### src/hw/uart_consts.svh
// Constants for the serial port with timer baud generator
// Assumes an APB master and one 10 MHz clock domain
// How it works
// - 8-bit or 9-bit variable-rate full duplex
// - receive shifter separate from receive buffer
// - data write loads transmitter and starts
// - data read returns receive buffer only
// - enabled flags raise the interrupt
// - flags cleared only by software
// - transmit clock from 8-bit auto-reload timer
// - hidden receive timer shares reload byte
// - each timer overflow divided by two
// - start edge reloads the receive timer
// - six selectable timer clock sources
// - overflow every 256 minus reload ticks
// - 8-bit frame: start, 8 LSB-first, stop
// - 9-bit frame adds programmable ninth bit
// - tx flag at stop start; receive needs enable
// - load only if flag clear, multiprocessor check
`ifndef UART_CONSTS_SVH
`define UART_CONSTS_SVH

// Register byte addresses
`define ADDR_CTRL   8'h00
`define ADDR_DATA   8'h04
`define ADDR_TCTL   8'h08
`define ADDR_RELOAD 8'h0C
`define ADDR_TLOW   8'h10
`define ADDR_STAT   8'h14
`define ADDR_CLR    8'h18
`define ADDR_IEN    8'h1C

// Control register fields
`define CTL_FIXED   8'h40
`define CTL_RESET   `CTL_FIXED
`define CTL_MODE    7
`define CTL_MPE     5
`define CTL_REN     4
`define CTL_TB8     3
`define CTL_RB8     2
`define CTL_TI      1
`define CTL_RI      0

// Event bits of status, clear and enable
`define EV_RX       0
`define EV_TX       1

// Timer control fields and sources
`define TCTL_RUN    0
`define TCTL_SRC_HI 3
`define TCTL_SRC_LO 1
`define SRC_SYS     3'h0
`define SRC_DIV4    3'h1
`define SRC_DIV12   3'h2
`define SRC_DIV48   3'h3
`define SRC_OSC8    3'h4
`define SRC_PIN     3'h5

// Prescaler and counter limits
`define PRE_LAST    6'h2F
`define PRE_D4      2'h3
`define PRE_D12_A   6'h0B
`define PRE_D12_B   6'h17
`define PRE_D12_C   6'h23
`define OSC_LAST    3'h7
`define TMR_TOP     8'hFF
`define BIT_LAST    3'h7

`endif

### src/hw/uart_pkg.sv
// Types shared by the serial port modules
// Assumes the constants header is included by each user
package uart_pkg;
   typedef enum logic [4:0] {
      TX_IDLE  = 5'h01,
      TX_START = 5'h02,
      TX_DATA  = 5'h04,
      TX_NINTH = 5'h08,
      TX_STOP  = 5'h10
   } tx_state_t;

   typedef enum logic [4:0] {
      RX_IDLE  = 5'h01,
      RX_START = 5'h02,
      RX_DATA  = 5'h04,
      RX_NINTH = 5'h08,
      RX_STOP  = 5'h10
   } rx_state_t;

   typedef struct packed {
      logic       valid;
      logic [7:0] data;
      logic       ninth;
   } rx_frame_t;

   typedef struct packed {
      logic       run;
      logic [2:0] src;
      logic [7:0] reload;
   } timer_cfg_t;
endpackage

### src/hw/uart_top.sv
// Serial port top: APB registers, transmitter, flags, interrupt
// Assumes an APB master and pins synchronous to clock
//
// The implementer's own choices: the APB interface to the registers and the placing of the registers.
`timescale 1ns/10ps
`default_nettype none
`include "uart_consts.svh"

module uart_top (
   // Clock and reset
   input  wire logic        clock,
   input  wire logic        reset_n,
   input  wire logic        ce,
   // APB slave
   input  wire logic        psel,
   input  wire logic        penable,
   input  wire logic        pwrite,
   input  wire logic [7:0]  paddr,
   input  wire logic [31:0] pwdata,
   output logic             pready,
   output logic             pslverr,
   output logic [31:0]      prdata,
   // Serial line
   input  wire logic        rxd,
   output logic             txd,
   // Timer clock inputs
   input  wire logic        extOscClk,
   input  wire logic        timerExtPin,
   // Interrupt
   output logic             irq
);
   // Register state
   logic [7:0]  ctl_r;
   logic [3:0]  tctl_r;
   logic [7:0]  reload_r;
   logic [1:0]  status_r;
   logic [1:0]  ien_r;
   logic [7:0]  rxBuf_r;
   logic [31:0] prdata_r;
   logic        armed_r;

   // Transmitter state
   uart_pkg::tx_state_t txState_r;
   logic [8:0]  txShift_r;
   logic [2:0]  txCnt_r;
   logic        txd_r;

   // Internal nets
   uart_pkg::timer_cfg_t tmrCfg;
   uart_pkg::rx_frame_t  rxFrame;
   logic [31:0] rdVal;
   logic        mapped;
   logic        wrAcc;
   logic        rxLoad;
   logic        txEvt;
   logic        txBaudTick;
   logic        rxOvf;
   logic        startDet;
   logic [7:0]  tlow;
   logic [1:0]  events;
   logic [1:0]  clrMask;
   logic        mode9;

   // Write strobe for one register
   function automatic logic wrTo(input logic [7:0] a);
      return wrAcc && (paddr == a);
   endfunction

   // APB handshake
   assign pready  = psel && penable && armed_r && ce;
   assign pslverr = pready && !mapped;
   assign prdata  = prdata_r;
   assign wrAcc   = pready && pwrite && mapped;

   always_ff @(posedge clock or negedge reset_n) begin
      if (!reset_n) begin
         armed_r <= 1'b0;
      end else if (ce) begin
         if (psel && !penable) armed_r <= 1'b1;
         else if (pready) armed_r <= 1'b0;
      end
   end

   // Read data is sampled in the setup cycle
   always_ff @(posedge clock or negedge reset_n) begin
      if (!reset_n) begin
         prdata_r <= 32'h0000_0000;
      end else if (ce) begin
         if (psel && !penable && !pwrite) prdata_r <= rdVal;
      end
   end

   // Read decode
   always_comb begin
      rdVal  = 32'h0000_0000;
      mapped = 1'b1;
      if (paddr == `ADDR_CTRL) begin
         rdVal[7:0] = ctl_r | `CTL_FIXED;
      end else if (paddr == `ADDR_DATA) begin
         rdVal[7:0] = rxBuf_r;
      end else if (paddr == `ADDR_TCTL) begin
         rdVal[3:0] = tctl_r;
      end else if (paddr == `ADDR_RELOAD) begin
         rdVal[7:0] = reload_r;
      end else if (paddr == `ADDR_TLOW) begin
         rdVal[7:0] = tlow;
      end else if (paddr == `ADDR_STAT) begin
         rdVal[1:0] = status_r;
      end else if (paddr == `ADDR_CLR) begin
         rdVal[1:0] = 2'h0;
      end else if (paddr == `ADDR_IEN) begin
         rdVal[1:0] = ien_r;
      end else begin
         mapped = 1'b0;
      end
   end

   // Mode and receive acceptance
   assign mode9  = ctl_r[`CTL_MODE];
   assign rxLoad = rxFrame.valid && !ctl_r[`CTL_RI]
                   && (!ctl_r[`CTL_MPE] || rxFrame.ninth);
   assign txEvt  = (txState_r == uart_pkg::TX_STOP) && txBaudTick;

   // Control register with hardware-set flags
   always_ff @(posedge clock or negedge reset_n) begin
      if (!reset_n) begin
         ctl_r <= `CTL_RESET;
      end else if (ce) begin
         if (wrTo(`ADDR_CTRL)) ctl_r <= pwdata[7:0];
         if (rxLoad) begin
            ctl_r[`CTL_RB8] <= rxFrame.ninth;
            ctl_r[`CTL_RI]  <= 1'b1;
         end
         if (txEvt) ctl_r[`CTL_TI] <= 1'b1;
      end
   end

   // Receive buffer, written only by an accepted frame
   always_ff @(posedge clock or negedge reset_n) begin
      if (!reset_n) begin
         rxBuf_r <= 8'h00;
      end else if (ce) begin
         if (rxLoad) rxBuf_r <= rxFrame.data;
      end
   end

   // Timer configuration registers
   always_ff @(posedge clock or negedge reset_n) begin
      if (!reset_n) begin
         tctl_r   <= 4'h0;
         reload_r <= 8'h00;
      end else if (ce) begin
         if (wrTo(`ADDR_TCTL)) tctl_r <= pwdata[3:0];
         if (wrTo(`ADDR_RELOAD)) reload_r <= pwdata[7:0];
      end
   end

   always_comb begin
      tmrCfg.run    = tctl_r[`TCTL_RUN];
      tmrCfg.src    = tctl_r[`TCTL_SRC_HI:`TCTL_SRC_LO];
      tmrCfg.reload = reload_r;
   end

   // Sticky status, clear and enable
   assign events  = {txEvt, rxLoad};
   assign clrMask = wrTo(`ADDR_CLR) ? pwdata[1:0] : 2'h0;

   always_ff @(posedge clock or negedge reset_n) begin
      if (!reset_n) begin
         status_r <= 2'h0;
         ien_r    <= 2'h0;
      end else if (ce) begin
         status_r <= (status_r & ~clrMask) | events;
         if (wrTo(`ADDR_IEN)) ien_r <= pwdata[1:0];
      end
   end

   assign irq = |(status_r & ien_r);

   // Transmitter
   always_ff @(posedge clock or negedge reset_n) begin
      if (!reset_n) begin
         txState_r <= uart_pkg::TX_IDLE;
         txShift_r <= 9'h000;
         txCnt_r   <= 3'h0;
         txd_r     <= 1'b1;
      end else if (ce) begin
         if (wrTo(`ADDR_DATA)) begin
            txShift_r <= {ctl_r[`CTL_TB8], pwdata[7:0]};
            txState_r <= uart_pkg::TX_START;
         end else if (txBaudTick) begin
            case (txState_r)
               uart_pkg::TX_IDLE: begin
                  txd_r <= 1'b1;
               end
               uart_pkg::TX_START: begin
                  txd_r     <= 1'b0;
                  txCnt_r   <= 3'h0;
                  txState_r <= uart_pkg::TX_DATA;
               end
               uart_pkg::TX_DATA: begin
                  txd_r     <= txShift_r[0];
                  txShift_r <= {1'b0, txShift_r[8:1]};
                  txCnt_r   <= txCnt_r + 3'h1;
                  if (txCnt_r == `BIT_LAST)
                     txState_r <= mode9 ? uart_pkg::TX_NINTH : uart_pkg::TX_STOP;
               end
               uart_pkg::TX_NINTH: begin
                  txd_r     <= txShift_r[0];
                  txState_r <= uart_pkg::TX_STOP;
               end
               uart_pkg::TX_STOP: begin
                  txd_r     <= 1'b1;
                  txState_r <= uart_pkg::TX_IDLE;
               end
               default: begin
                  txState_r <= uart_pkg::TX_IDLE;
               end
            endcase
         end
      end
   end

   assign txd = txd_r;

   // Baud timer
   baud_timer timer_i (
      .clock       (clock),
      .reset_n     (reset_n),
      .ce          (ce),
      .cfg         (tmrCfg),
      .tlowWr      (wrTo(`ADDR_TLOW)),
      .tlowData    (pwdata[7:0]),
      .tlow        (tlow),
      .extOscClk   (extOscClk),
      .timerExtPin (timerExtPin),
      .rxReload    (startDet),
      .txBaudTick  (txBaudTick),
      .rxOvf       (rxOvf)
   );

   // Receiver
   serial_rx rx_i (
      .clock    (clock),
      .reset_n  (reset_n),
      .ce       (ce),
      .rxd      (rxd),
      .enable   (ctl_r[`CTL_REN]),
      .mode9    (mode9),
      .rxOvf    (rxOvf),
      .startDet (startDet),
      .frame    (rxFrame)
   );
endmodule // uart_top

`default_nettype wire

### src/hw/baud_timer.sv
// Baud timer: prescaler, visible low byte and hidden receive copy
// Assumes external inputs are synchronous to clock
`timescale 1ns/10ps
`default_nettype none
`include "uart_consts.svh"

module baud_timer (
   // Clock and reset
   input  wire logic                clock,
   input  wire logic                reset_n,
   input  wire logic                ce,
   // Configuration and software access
   input  wire uart_pkg::timer_cfg_t cfg,
   input  wire logic                tlowWr,
   input  wire logic [7:0]          tlowData,
   output logic [7:0]               tlow,
   // External clock sources
   input  wire logic                extOscClk,
   input  wire logic                timerExtPin,
   // Receive reload input and baud outputs
   input  wire logic                rxReload,
   output logic                     txBaudTick,
   output logic                     rxOvf
);
   logic [5:0] preCnt_r;
   logic [2:0] oscCnt_r;
   logic       oscPrev_r;
   logic       pinPrev_r;
   logic [7:0] tlow_r;
   logic [7:0] rxTmr_r;
   logic       txHalf_r;
   logic       tick;
   logic       txOvf;

   always_ff @(posedge clock or negedge reset_n) begin
      if (!reset_n) begin
         preCnt_r  <= 6'h00;
         oscCnt_r  <= 3'h0;
         oscPrev_r <= 1'b0;
         pinPrev_r <= 1'b0;
      end else if (ce) begin
         preCnt_r  <= (preCnt_r == `PRE_LAST) ? 6'h00 : preCnt_r + 6'h01;
         oscPrev_r <= extOscClk;
         pinPrev_r <= timerExtPin;
         if (extOscClk && !oscPrev_r) oscCnt_r <= oscCnt_r + 3'h1;
      end
   end

   always_comb begin
      case (cfg.src)
         `SRC_SYS:   tick = 1'b1;
         `SRC_DIV4:  tick = (preCnt_r[1:0] == `PRE_D4);
         `SRC_DIV12: tick = (preCnt_r == `PRE_D12_A) || (preCnt_r == `PRE_D12_B)
                            || (preCnt_r == `PRE_D12_C) || (preCnt_r == `PRE_LAST);
         `SRC_DIV48: tick = (preCnt_r == `PRE_LAST);
         `SRC_OSC8:  tick = extOscClk && !oscPrev_r && (oscCnt_r == `OSC_LAST);
         `SRC_PIN:   tick = timerExtPin && !pinPrev_r;
         default:    tick = 1'b0;
      endcase
   end

   assign txOvf      = cfg.run && tick && (tlow_r == `TMR_TOP);
   assign rxOvf      = cfg.run && tick && (rxTmr_r == `TMR_TOP) && !rxReload;
   assign txBaudTick = txOvf && txHalf_r;
   assign tlow       = tlow_r;

   always_ff @(posedge clock or negedge reset_n) begin
      if (!reset_n) begin
         tlow_r   <= 8'h00;
         txHalf_r <= 1'b0;
      end else if (ce) begin
         if (tlowWr) tlow_r <= tlowData;
         else if (cfg.run && tick) tlow_r <= txOvf ? cfg.reload : tlow_r + 8'h01;
         if (txOvf) txHalf_r <= !txHalf_r;
      end
   end

   always_ff @(posedge clock or negedge reset_n) begin
      if (!reset_n) begin
         rxTmr_r <= 8'h00;
      end else if (ce) begin
         if (rxReload) rxTmr_r <= cfg.reload;
         else if (cfg.run && tick) rxTmr_r <= (rxTmr_r == `TMR_TOP) ? cfg.reload
                                                 : rxTmr_r + 8'h01;
      end
   end
endmodule // baud_timer

`default_nettype wire

### src/hw/serial_rx.sv
// Receive shifter: start detect, mid-bit sampling, frame output
// Assumes rxOvf pulses at twice the bit rate
`timescale 1ns/10ps
`default_nettype none
`include "uart_consts.svh"

module serial_rx (
   // Clock and reset
   input  wire logic               clock,
   input  wire logic               reset_n,
   input  wire logic               ce,
   // Line and control
   input  wire logic               rxd,
   input  wire logic               enable,
   input  wire logic               mode9,
   input  wire logic               rxOvf,
   // Results
   output logic                    startDet,
   output uart_pkg::rx_frame_t     frame
);
   uart_pkg::rx_state_t st_r;
   uart_pkg::rx_frame_t frame_r;
   logic       rxdPrev_r;
   logic       phase_r;
   logic [2:0] cnt_r;
   logic [7:0] shift_r;
   logic       ninth_r;
   logic       sample;

   assign startDet = (st_r == uart_pkg::RX_IDLE) && enable && rxdPrev_r && !rxd;
   assign sample   = rxOvf && !phase_r;
   assign frame    = frame_r;

   always_ff @(posedge clock or negedge reset_n) begin
      if (!reset_n) begin
         rxdPrev_r <= 1'b1;
         phase_r   <= 1'b0;
      end else if (ce) begin
         rxdPrev_r <= rxd;
         if (startDet) phase_r <= 1'b0;
         else if (rxOvf) phase_r <= !phase_r;
      end
   end

   always_ff @(posedge clock or negedge reset_n) begin
      if (!reset_n) begin
         st_r    <= uart_pkg::RX_IDLE;
         cnt_r   <= 3'h0;
         shift_r <= 8'h00;
         ninth_r <= 1'b0;
         frame_r <= '0;
      end else if (ce) begin
         frame_r.valid <= 1'b0;
         case (st_r)
            uart_pkg::RX_IDLE: begin
               if (startDet) st_r <= uart_pkg::RX_START;
            end
            uart_pkg::RX_START: begin
               if (sample) begin
                  st_r  <= rxd ? uart_pkg::RX_IDLE : uart_pkg::RX_DATA;
                  cnt_r <= 3'h0;
               end
            end
            uart_pkg::RX_DATA: begin
               if (sample) begin
                  shift_r <= {rxd, shift_r[7:1]};
                  cnt_r   <= cnt_r + 3'h1;
                  if (cnt_r == `BIT_LAST)
                     st_r <= mode9 ? uart_pkg::RX_NINTH : uart_pkg::RX_STOP;
               end
            end
            uart_pkg::RX_NINTH: begin
               if (sample) begin
                  ninth_r <= rxd;
                  st_r    <= uart_pkg::RX_STOP;
               end
            end
            uart_pkg::RX_STOP: begin
               if (sample) begin
                  st_r          <= uart_pkg::RX_IDLE;
                  frame_r.valid <= 1'b1;
                  frame_r.data  <= shift_r;
                  frame_r.ninth <= mode9 ? ninth_r : rxd;
               end
            end
            default: st_r <= uart_pkg::RX_IDLE;
         endcase
      end
   end
endmodule // serial_rx

`default_nettype wire

### config.mk
export PLATFORM = sky130hd
export DESIGN_NAME = uart_top
export DESIGN_NICKNAME = d
export VERILOG_FILES = /design/src/hw/uart_pkg.sv /design/src/hw/uart_top.sv /design/src/hw/baud_timer.sv /design/src/hw/serial_rx.sv
export VERILOG_INCLUDE_DIRS = /design/src /design/src/hw
export SDC_FILE = /design/constraint.sdc
export NUM_CORES = 1
export LEC_CHECK = 0
export BUFFER_PORTS_ARGS = -buffer_cell sky130_fd_sc_hd__buf_2
export CAP_MARGIN = 20
export CELL_PAD_IN_SITES_DETAIL_PLACEMENT = 1
export CELL_PAD_IN_SITES_GLOBAL_PLACEMENT = 1
export CORE_MARGIN = 2
export CORE_UTILIZATION = 40
export CTS_CLUSTER_DIAMETER = 150
export CTS_CLUSTER_SIZE = 14
export DETAILED_ROUTE_END_ITERATION = 7
export PLACE_DENSITY_LB_ADDON = 0.1
export SLEW_MARGIN = 20
export SYNTH_ARGS = -nofsm -noshare
export SYNTH_HDL_FRONTEND = slang
export SYNTH_SLANG_ARGS = --single-unit
export TNS_END_PERCENT = 1
### constraint.sdc
create_clock -name clock -period 3.56 [get_ports clock]
set_input_delay 0.534 -clock clock [delete_from_list [all_inputs] [get_ports clock]]
set_output_delay 0.534 -clock clock [all_outputs]
set_load 0.05 [all_outputs]
==> impl_metrics.ini, run 1 <==
[run_status]
outcome = finished clean

[timing]
fin_skew_ns = 0.00593
fmax_mhz = 326
period_share_pct = 86.3
hold_violations = 0
rsz0062_at_grt = no
finalCriticalPeriod_ns = 3.07
tightest_slew_ns = 0.909
max_slew_margin_pct = 37.8
finalSetupTns_ns = 0
drv_slew = 0
setup_violations = 0

[placed_design]
place_congestion = 0.883
place_hpwl_um = 12700
io_buffers = 36
placedCellCount = 860

[logic_synthesis]
syn_area_per_cell_um2 = 10.0
synth_common_cells = 111 x dfrtp_1, 81 x nand2_1, 60 x mux2_2, 42 x nor2_1, 33 x o21ai_0
yosysMostFrequentCell = dfrtp_1
synthMuxAreaShare_pct = 12.7
ys_seq_area_share_pct = 45.5
synth_cells = 631
synthTopCellsByArea = dfrtp_1 44%, mux2_2 11%, nand2_1 4.8%
yosys.area_share.simple_pct = 18.1
synthXorXnorAreaFrac_pct = 1.80
synth_area_um2 = 6330
ys.flop_type = dfrtp_1
async_flop_share_pct = 100
synth_edf_count = 0
synthDistinctLibCells = 77
yosysTopAreaCell = dfrtp_1
synth_compound_area_share_pct = 14.1
yosysWarnings = 0
ys_ff_latch = 115
synth_fa_ha_area_share_pct = 1.78
synth_top_area_share_pct = 43.9
synth_top_family_by_area = simple AND/OR/NAND/NOR gates

[cells_and_area]
n_antenna_cell = 0
final_cells = 892
drive_gt1_share_pct = 23.6
area_growth_pct = 14.0
finalNetCount = 726

[power_and_ir_drop]
p_leak_nw = 3.33
powerDensity_nw_per_um2 = 572
peakVddDrop_uv = 319

[cts]
cts_buffers = 17
insertion_delay_ns = 0.42
numClockSinks = 115
clock_path_buffers = 2
tritoncts = done
hold_buffers = 0
htree_num_levels = 4
cts_setup_buffers = 0
ctsResizeCount = 0
clockRootBuffer = clkbuf_16
path_clk_slew_ns = 0.06

[worst_setup_path]
critPathLaunchType = flip-flop
crit_required_ns = 3.87
critPathMaxFanout = 7
arrival_ns = 3.38
crit_chain = ha_1 -> nor4b_2 -> a32oi_1 -> a21o_1 -> a2111oi_0 -> buf_4 -> o21ai_1 -> mux2_2
path_delay_family = compound AO/OA/AOI/OAI gates
end_kind = flip-flop
slowest_delay_ns = 0.85
crit_buf_inv = 1
crit_path_top_delay_cell = a2111oi_0
path_class = flip-flop to flip-flop

[floorplanning]
rows = 45
ios = 85
die_w_um = 130
die_area_um2 = 16900
chipHeight_um = 130
start_util_pct = 41.4
core_um2 = 15300

[drt]
vias_per_cell = 5.52
final_antenna_net_count = 0
drt_wl_total_um = 17200
first_pass_iters = 5
drt-wirelength-per-cell_um = 19.3
dr_total_vias = 4922
drc_errors = 0
drt_iter0_drc = 214

[global_route]
grt_pass1_wl_um = 28200
grt_max_degree = 64
grt_usage_pct = 22.1
grt-ovfl-total = 0
grt_pass1_vias = 5268
antenna_found_initial = 0

[hold_path]
hp-class = input port to async pin

[job]
max-cap-violations = 0
per-layer routing:
layer | global-route usage (%) | up-vias | routed length, µm
li1 | - | 2307 | -
met1 | 28.9 | 2495 | 7950
met2 | 36.3 | 93 | 8100
met3 | 3.90 | 27 | 711
met4 | 9.49 | 0 | 456
met5 | 0 | - | 0
final cells by class:
| type | instances | area (µm²) |
|---|---|---|
| inverter | 18 | 67.6 |
| clock inverter | 14 | 140 |
| tap | 211 | 264 |
| timing repair buffer | 47 | 278 |
| fill | 1742 | 8100 |
| sequential | 115 | 2880 |
| multi-input combinational | 469 | 3160 |
| clock buffer | 18 | 429 |
final timing paths:
| path | start | end | slack (ns) | cells after the start |
|---|---|---|---|---|
| worst max-delay path | timer_i.preCnt_r[0] | rx_i.st_r[2] | 0.49 | 8 |
| max in group asynchronous | reset_n | txd | 2.58 | 2 |
| worst min-delay path | reset_n | txState_r[1] | 0.17 | 1 |
| worst min register to register | rx_i.frame[4] | rxBuf_r[3] | 0.47 | 2 |
| worst max register to register | timer_i.preCnt_r[0] | rx_i.st_r[2] | 0.49 | 8 |
| min in group clock | penable | armed_r | 0.35 | 2 |
cells by family after synthesis:
kind of cell             Yosys count
multiplexers                      73
adder cells (fa/ha/maj)            9
buffers and inverters             70
AND/OR/NAND/NOR                  222
XOR/XNOR                          13
AO/OA/AOI/OAI                    128
flip-flops                       115
other                              1
cells in the final DEF (no fill, tap or decap), types with 5 or more instances in the layout:
cell / instances
clkinv_2: 5
o22ai_1: 7
nor3_1: 14
a21oi_1: 16
nand4_1: 6
nor2b_1: 9
nand3_1: 10
xnor2_1: 8
buf_2: 35
a22oi_1: 5
a21o_1: 8
clkbuf_16: 17
nand2_1: 81
o31ai_1: 5
o2bb2ai_1: 5
mux2i_1: 12
dfrtp_1: 111
nor4_1: 7
conb_1: 24
a31oi_1: 7
buf_4: 11
xor2_1: 5
o21ai_0: 33
or3_1: 9
nor2_1: 42
nand2b_1: 11
ha_1: 9
clkinvlp_4: 5
mux2_2: 60
inv_1: 18
sequential cells by signal, indices dropped and copies added, names as in the netlist, 4 cells and up:
register          flops
rx_i.frame           10
tctl_r                4
rx_i.shift_r          8
reload_r              8
prdata                8
timer_i.tlow          8
ctl_r                 7
timer_i.preCnt_r      6
rx_i.st_r             5
txState_r             5
rxBuf_r               8
txShift_r             9
timer_i.rxTmr_r       8
through the flow:
step	cell area, µm²	power [W]	utilization (%)	setup slack, ns	hold slack, ns
finish	7220	0.00413	47.1	0.489	0.173
global route	7220	0.00435	47.1	0.313	0.211
CTS	7220	0.00417	47.1	0.491	0.190
global placement	6650	0.00245	43.4	0.445	0.451
detailed placement	6650	0.00250	43.4	0.369	0.461
floorplan	6420	0.00228	-	0.755	0.238
power by group:
part / internal [W] / switching (W)
clock: 0.00102 / 0.000632
combinational: 0.000330 / 0.000491
sequential: 0.00146 / 0.000191
Power figures use the tool's default switching activity.
==> run 2, diff against run 1 <==
- CELL_PAD_IN_SITES_GLOBAL_PLACEMENT: 1 -> 2
- CORE_UTILIZATION: 40 -> 38
- CTS_BUF_LIST: default -> sky130_fd_sc_hd__clkbuf_8
==> impl_metrics.ini, run 2 (synthesis results as in run 1) <==
[worst_setup_path]
critPathLaunchType = flip-flop
startpoint = timer_i.oscCnt_r[0]
end_kind = flip-flop
r2r.worst_path.cells = 8
crit_top_cell = ha_1
critPathMaxFanout = 11
r2r-start = timer_i.oscCnt_r[0]
timing.reg2reg.setup_slack_ns = 0.55
crit_path_top_delay_cell = nor3_1
path_class = flip-flop to flip-flop
arrival_ns = 3.34
crit_chain = ha_1 -> ha_1 -> nor4bb_1 -> nor3_1 -> or2_1 -> a21o_1 -> or3_1 -> mux2_2
crit_required_ns = 3.89
slowest_delay_ns = 0.45
regToRegEndpoint = rx_i.shift_r[4]

[timing]
setup_violations = 0
drv_slew = 0
rsz0062_at_grt = no
period_share_pct = 84.5
holdWs_ns = 0.155
fmax_mhz = 332
fin_skew_ns = 0.0141
finalCriticalPeriod_ns = 3.01
tightest_slew_ns = 0.778
max_slew_margin_pct = 47.9
finalSetupTns_ns = 0
hold_violations = 0
setup_ws_ns = 0.550

[drt]
drt_iter0_drc = 177
drt_wl_total_um = 17500
vias_per_cell = 5.43
dr_total_vias = 4929
drc_errors = 0
drt-wirelength-per-cell_um = 19.3
first_pass_iters = 4
final_antenna_net_count = 0

[cells_and_area]
area_growth_pct = 13.1
largest_reg_flops = 10
layout_common_cells = 111 x dfrtp_1, 81 x nand2_1, 60 x mux2_2
finalNetCount = 732
final_cells = 907
drive_gt1_share_pct = 24.3
layout_commonest_cell = dfrtp_1
n_antenna_cell = 0
fillers = 1878

[floorplanning]
die_w_um = 133
core_um2 = 16500
die_area_um2 = 17700
rows = 47
ios = 85
start_util_pct = 38.5
chipHeight_um = 133

[placed_design]
placedCellCount = 875
place_hpwl_um = 12900
pre_cts_ws_ns = 0.548
place_congestion = 0.843
io_buffers = 36

[cts]
htree_num_levels = 4
numClockSinks = 115
clockRootBuffer = clkbuf_8
clock_path_buffers = 2
tritoncts = done
cts_setup_buffers = 0
insertion_delay_ns = 0.45
path_clk_slew_ns = 0.07
hold_buffers = 0
ctsResizeCount = 0
cts_buffers = 17

[global_route]
grt_pass1_wl_um = 28600
grt_usage_pct = 21.0
antenna_found_initial = 1
grt-ovfl-total = 0
grt_pass1_vias = 5192
grt_max_degree = 56

[run_status]
outcome = finished clean

[power_and_ir_drop]
peakVddDrop_uv = 302
p_leak_nw = 3.33
powerDensity_nw_per_um2 = 544
p_total_w = 0.00390

[job]
max-cap-violations = 0

[hold_path]
hp-class = input port to async pin
run 2: stage by stage:
step	utilization, %	cell area [µm²]
floorplan	-	6420
global placement	40.7	6710
detailed placement	40.7	6710
CTS	43.5	7160
global route	43.5	7160
finish	43.5	7160
run 2: layer usage:
layer | global-route usage, % | up-vias | wire [µm]
met5 | 0 | - | 0
met4 | 6.56 | 0 | 250
met3 | 4.95 | 20 | 457
met2 | 33.4 | 60 | 8410
met1 | 28.6 | 2531 | 8420
li1 | - | 2318 | -
run 2: how the worst max path moves through the flow:
stage | end | depth (start not counted)
floorplan | pslverr | 2
global placement | rx_i.shift_r[4] | 8
detailed placement | rx_i.shift_r[4] | 8
CTS | rx_i.shift_r[4] | 8
global route | rx_i.shift_r[4] | 8
finish | rx_i.shift_r[4] | 8
run 2: final cells by class:
cell class	instances	area (µm²)	share of cell area (%)
Clock buffer	22	303	4.23
Multi-Input combinational cell	469	3160	44.1
Clock inverter	10	153	2.13
Inverter	18	67.6	0.943
Tap cell	220	275	3.84
Sequential cell	115	2880	40.3
Timing Repair Buffer	53	323	4.51
run 2: report_power, final:
part / switching, W / internal (W)
Combinational: 0.000493 / 0.000342
Sequential: 0.000192 / 0.00146
Clock: 0.000560 / 0.000851
run 2: critical path, delay by kind of cell, from the launching register on:
kind / cells / cell delay, ns
multiplexers: 1 / 0.39
AND/OR/NAND/NOR: 4 / 1.35
adder cells (fa/ha/maj): 2 / 0.37
flip-flops: 1 / 0.40
AO/OA/AOI/OAI: 1 / 0.38
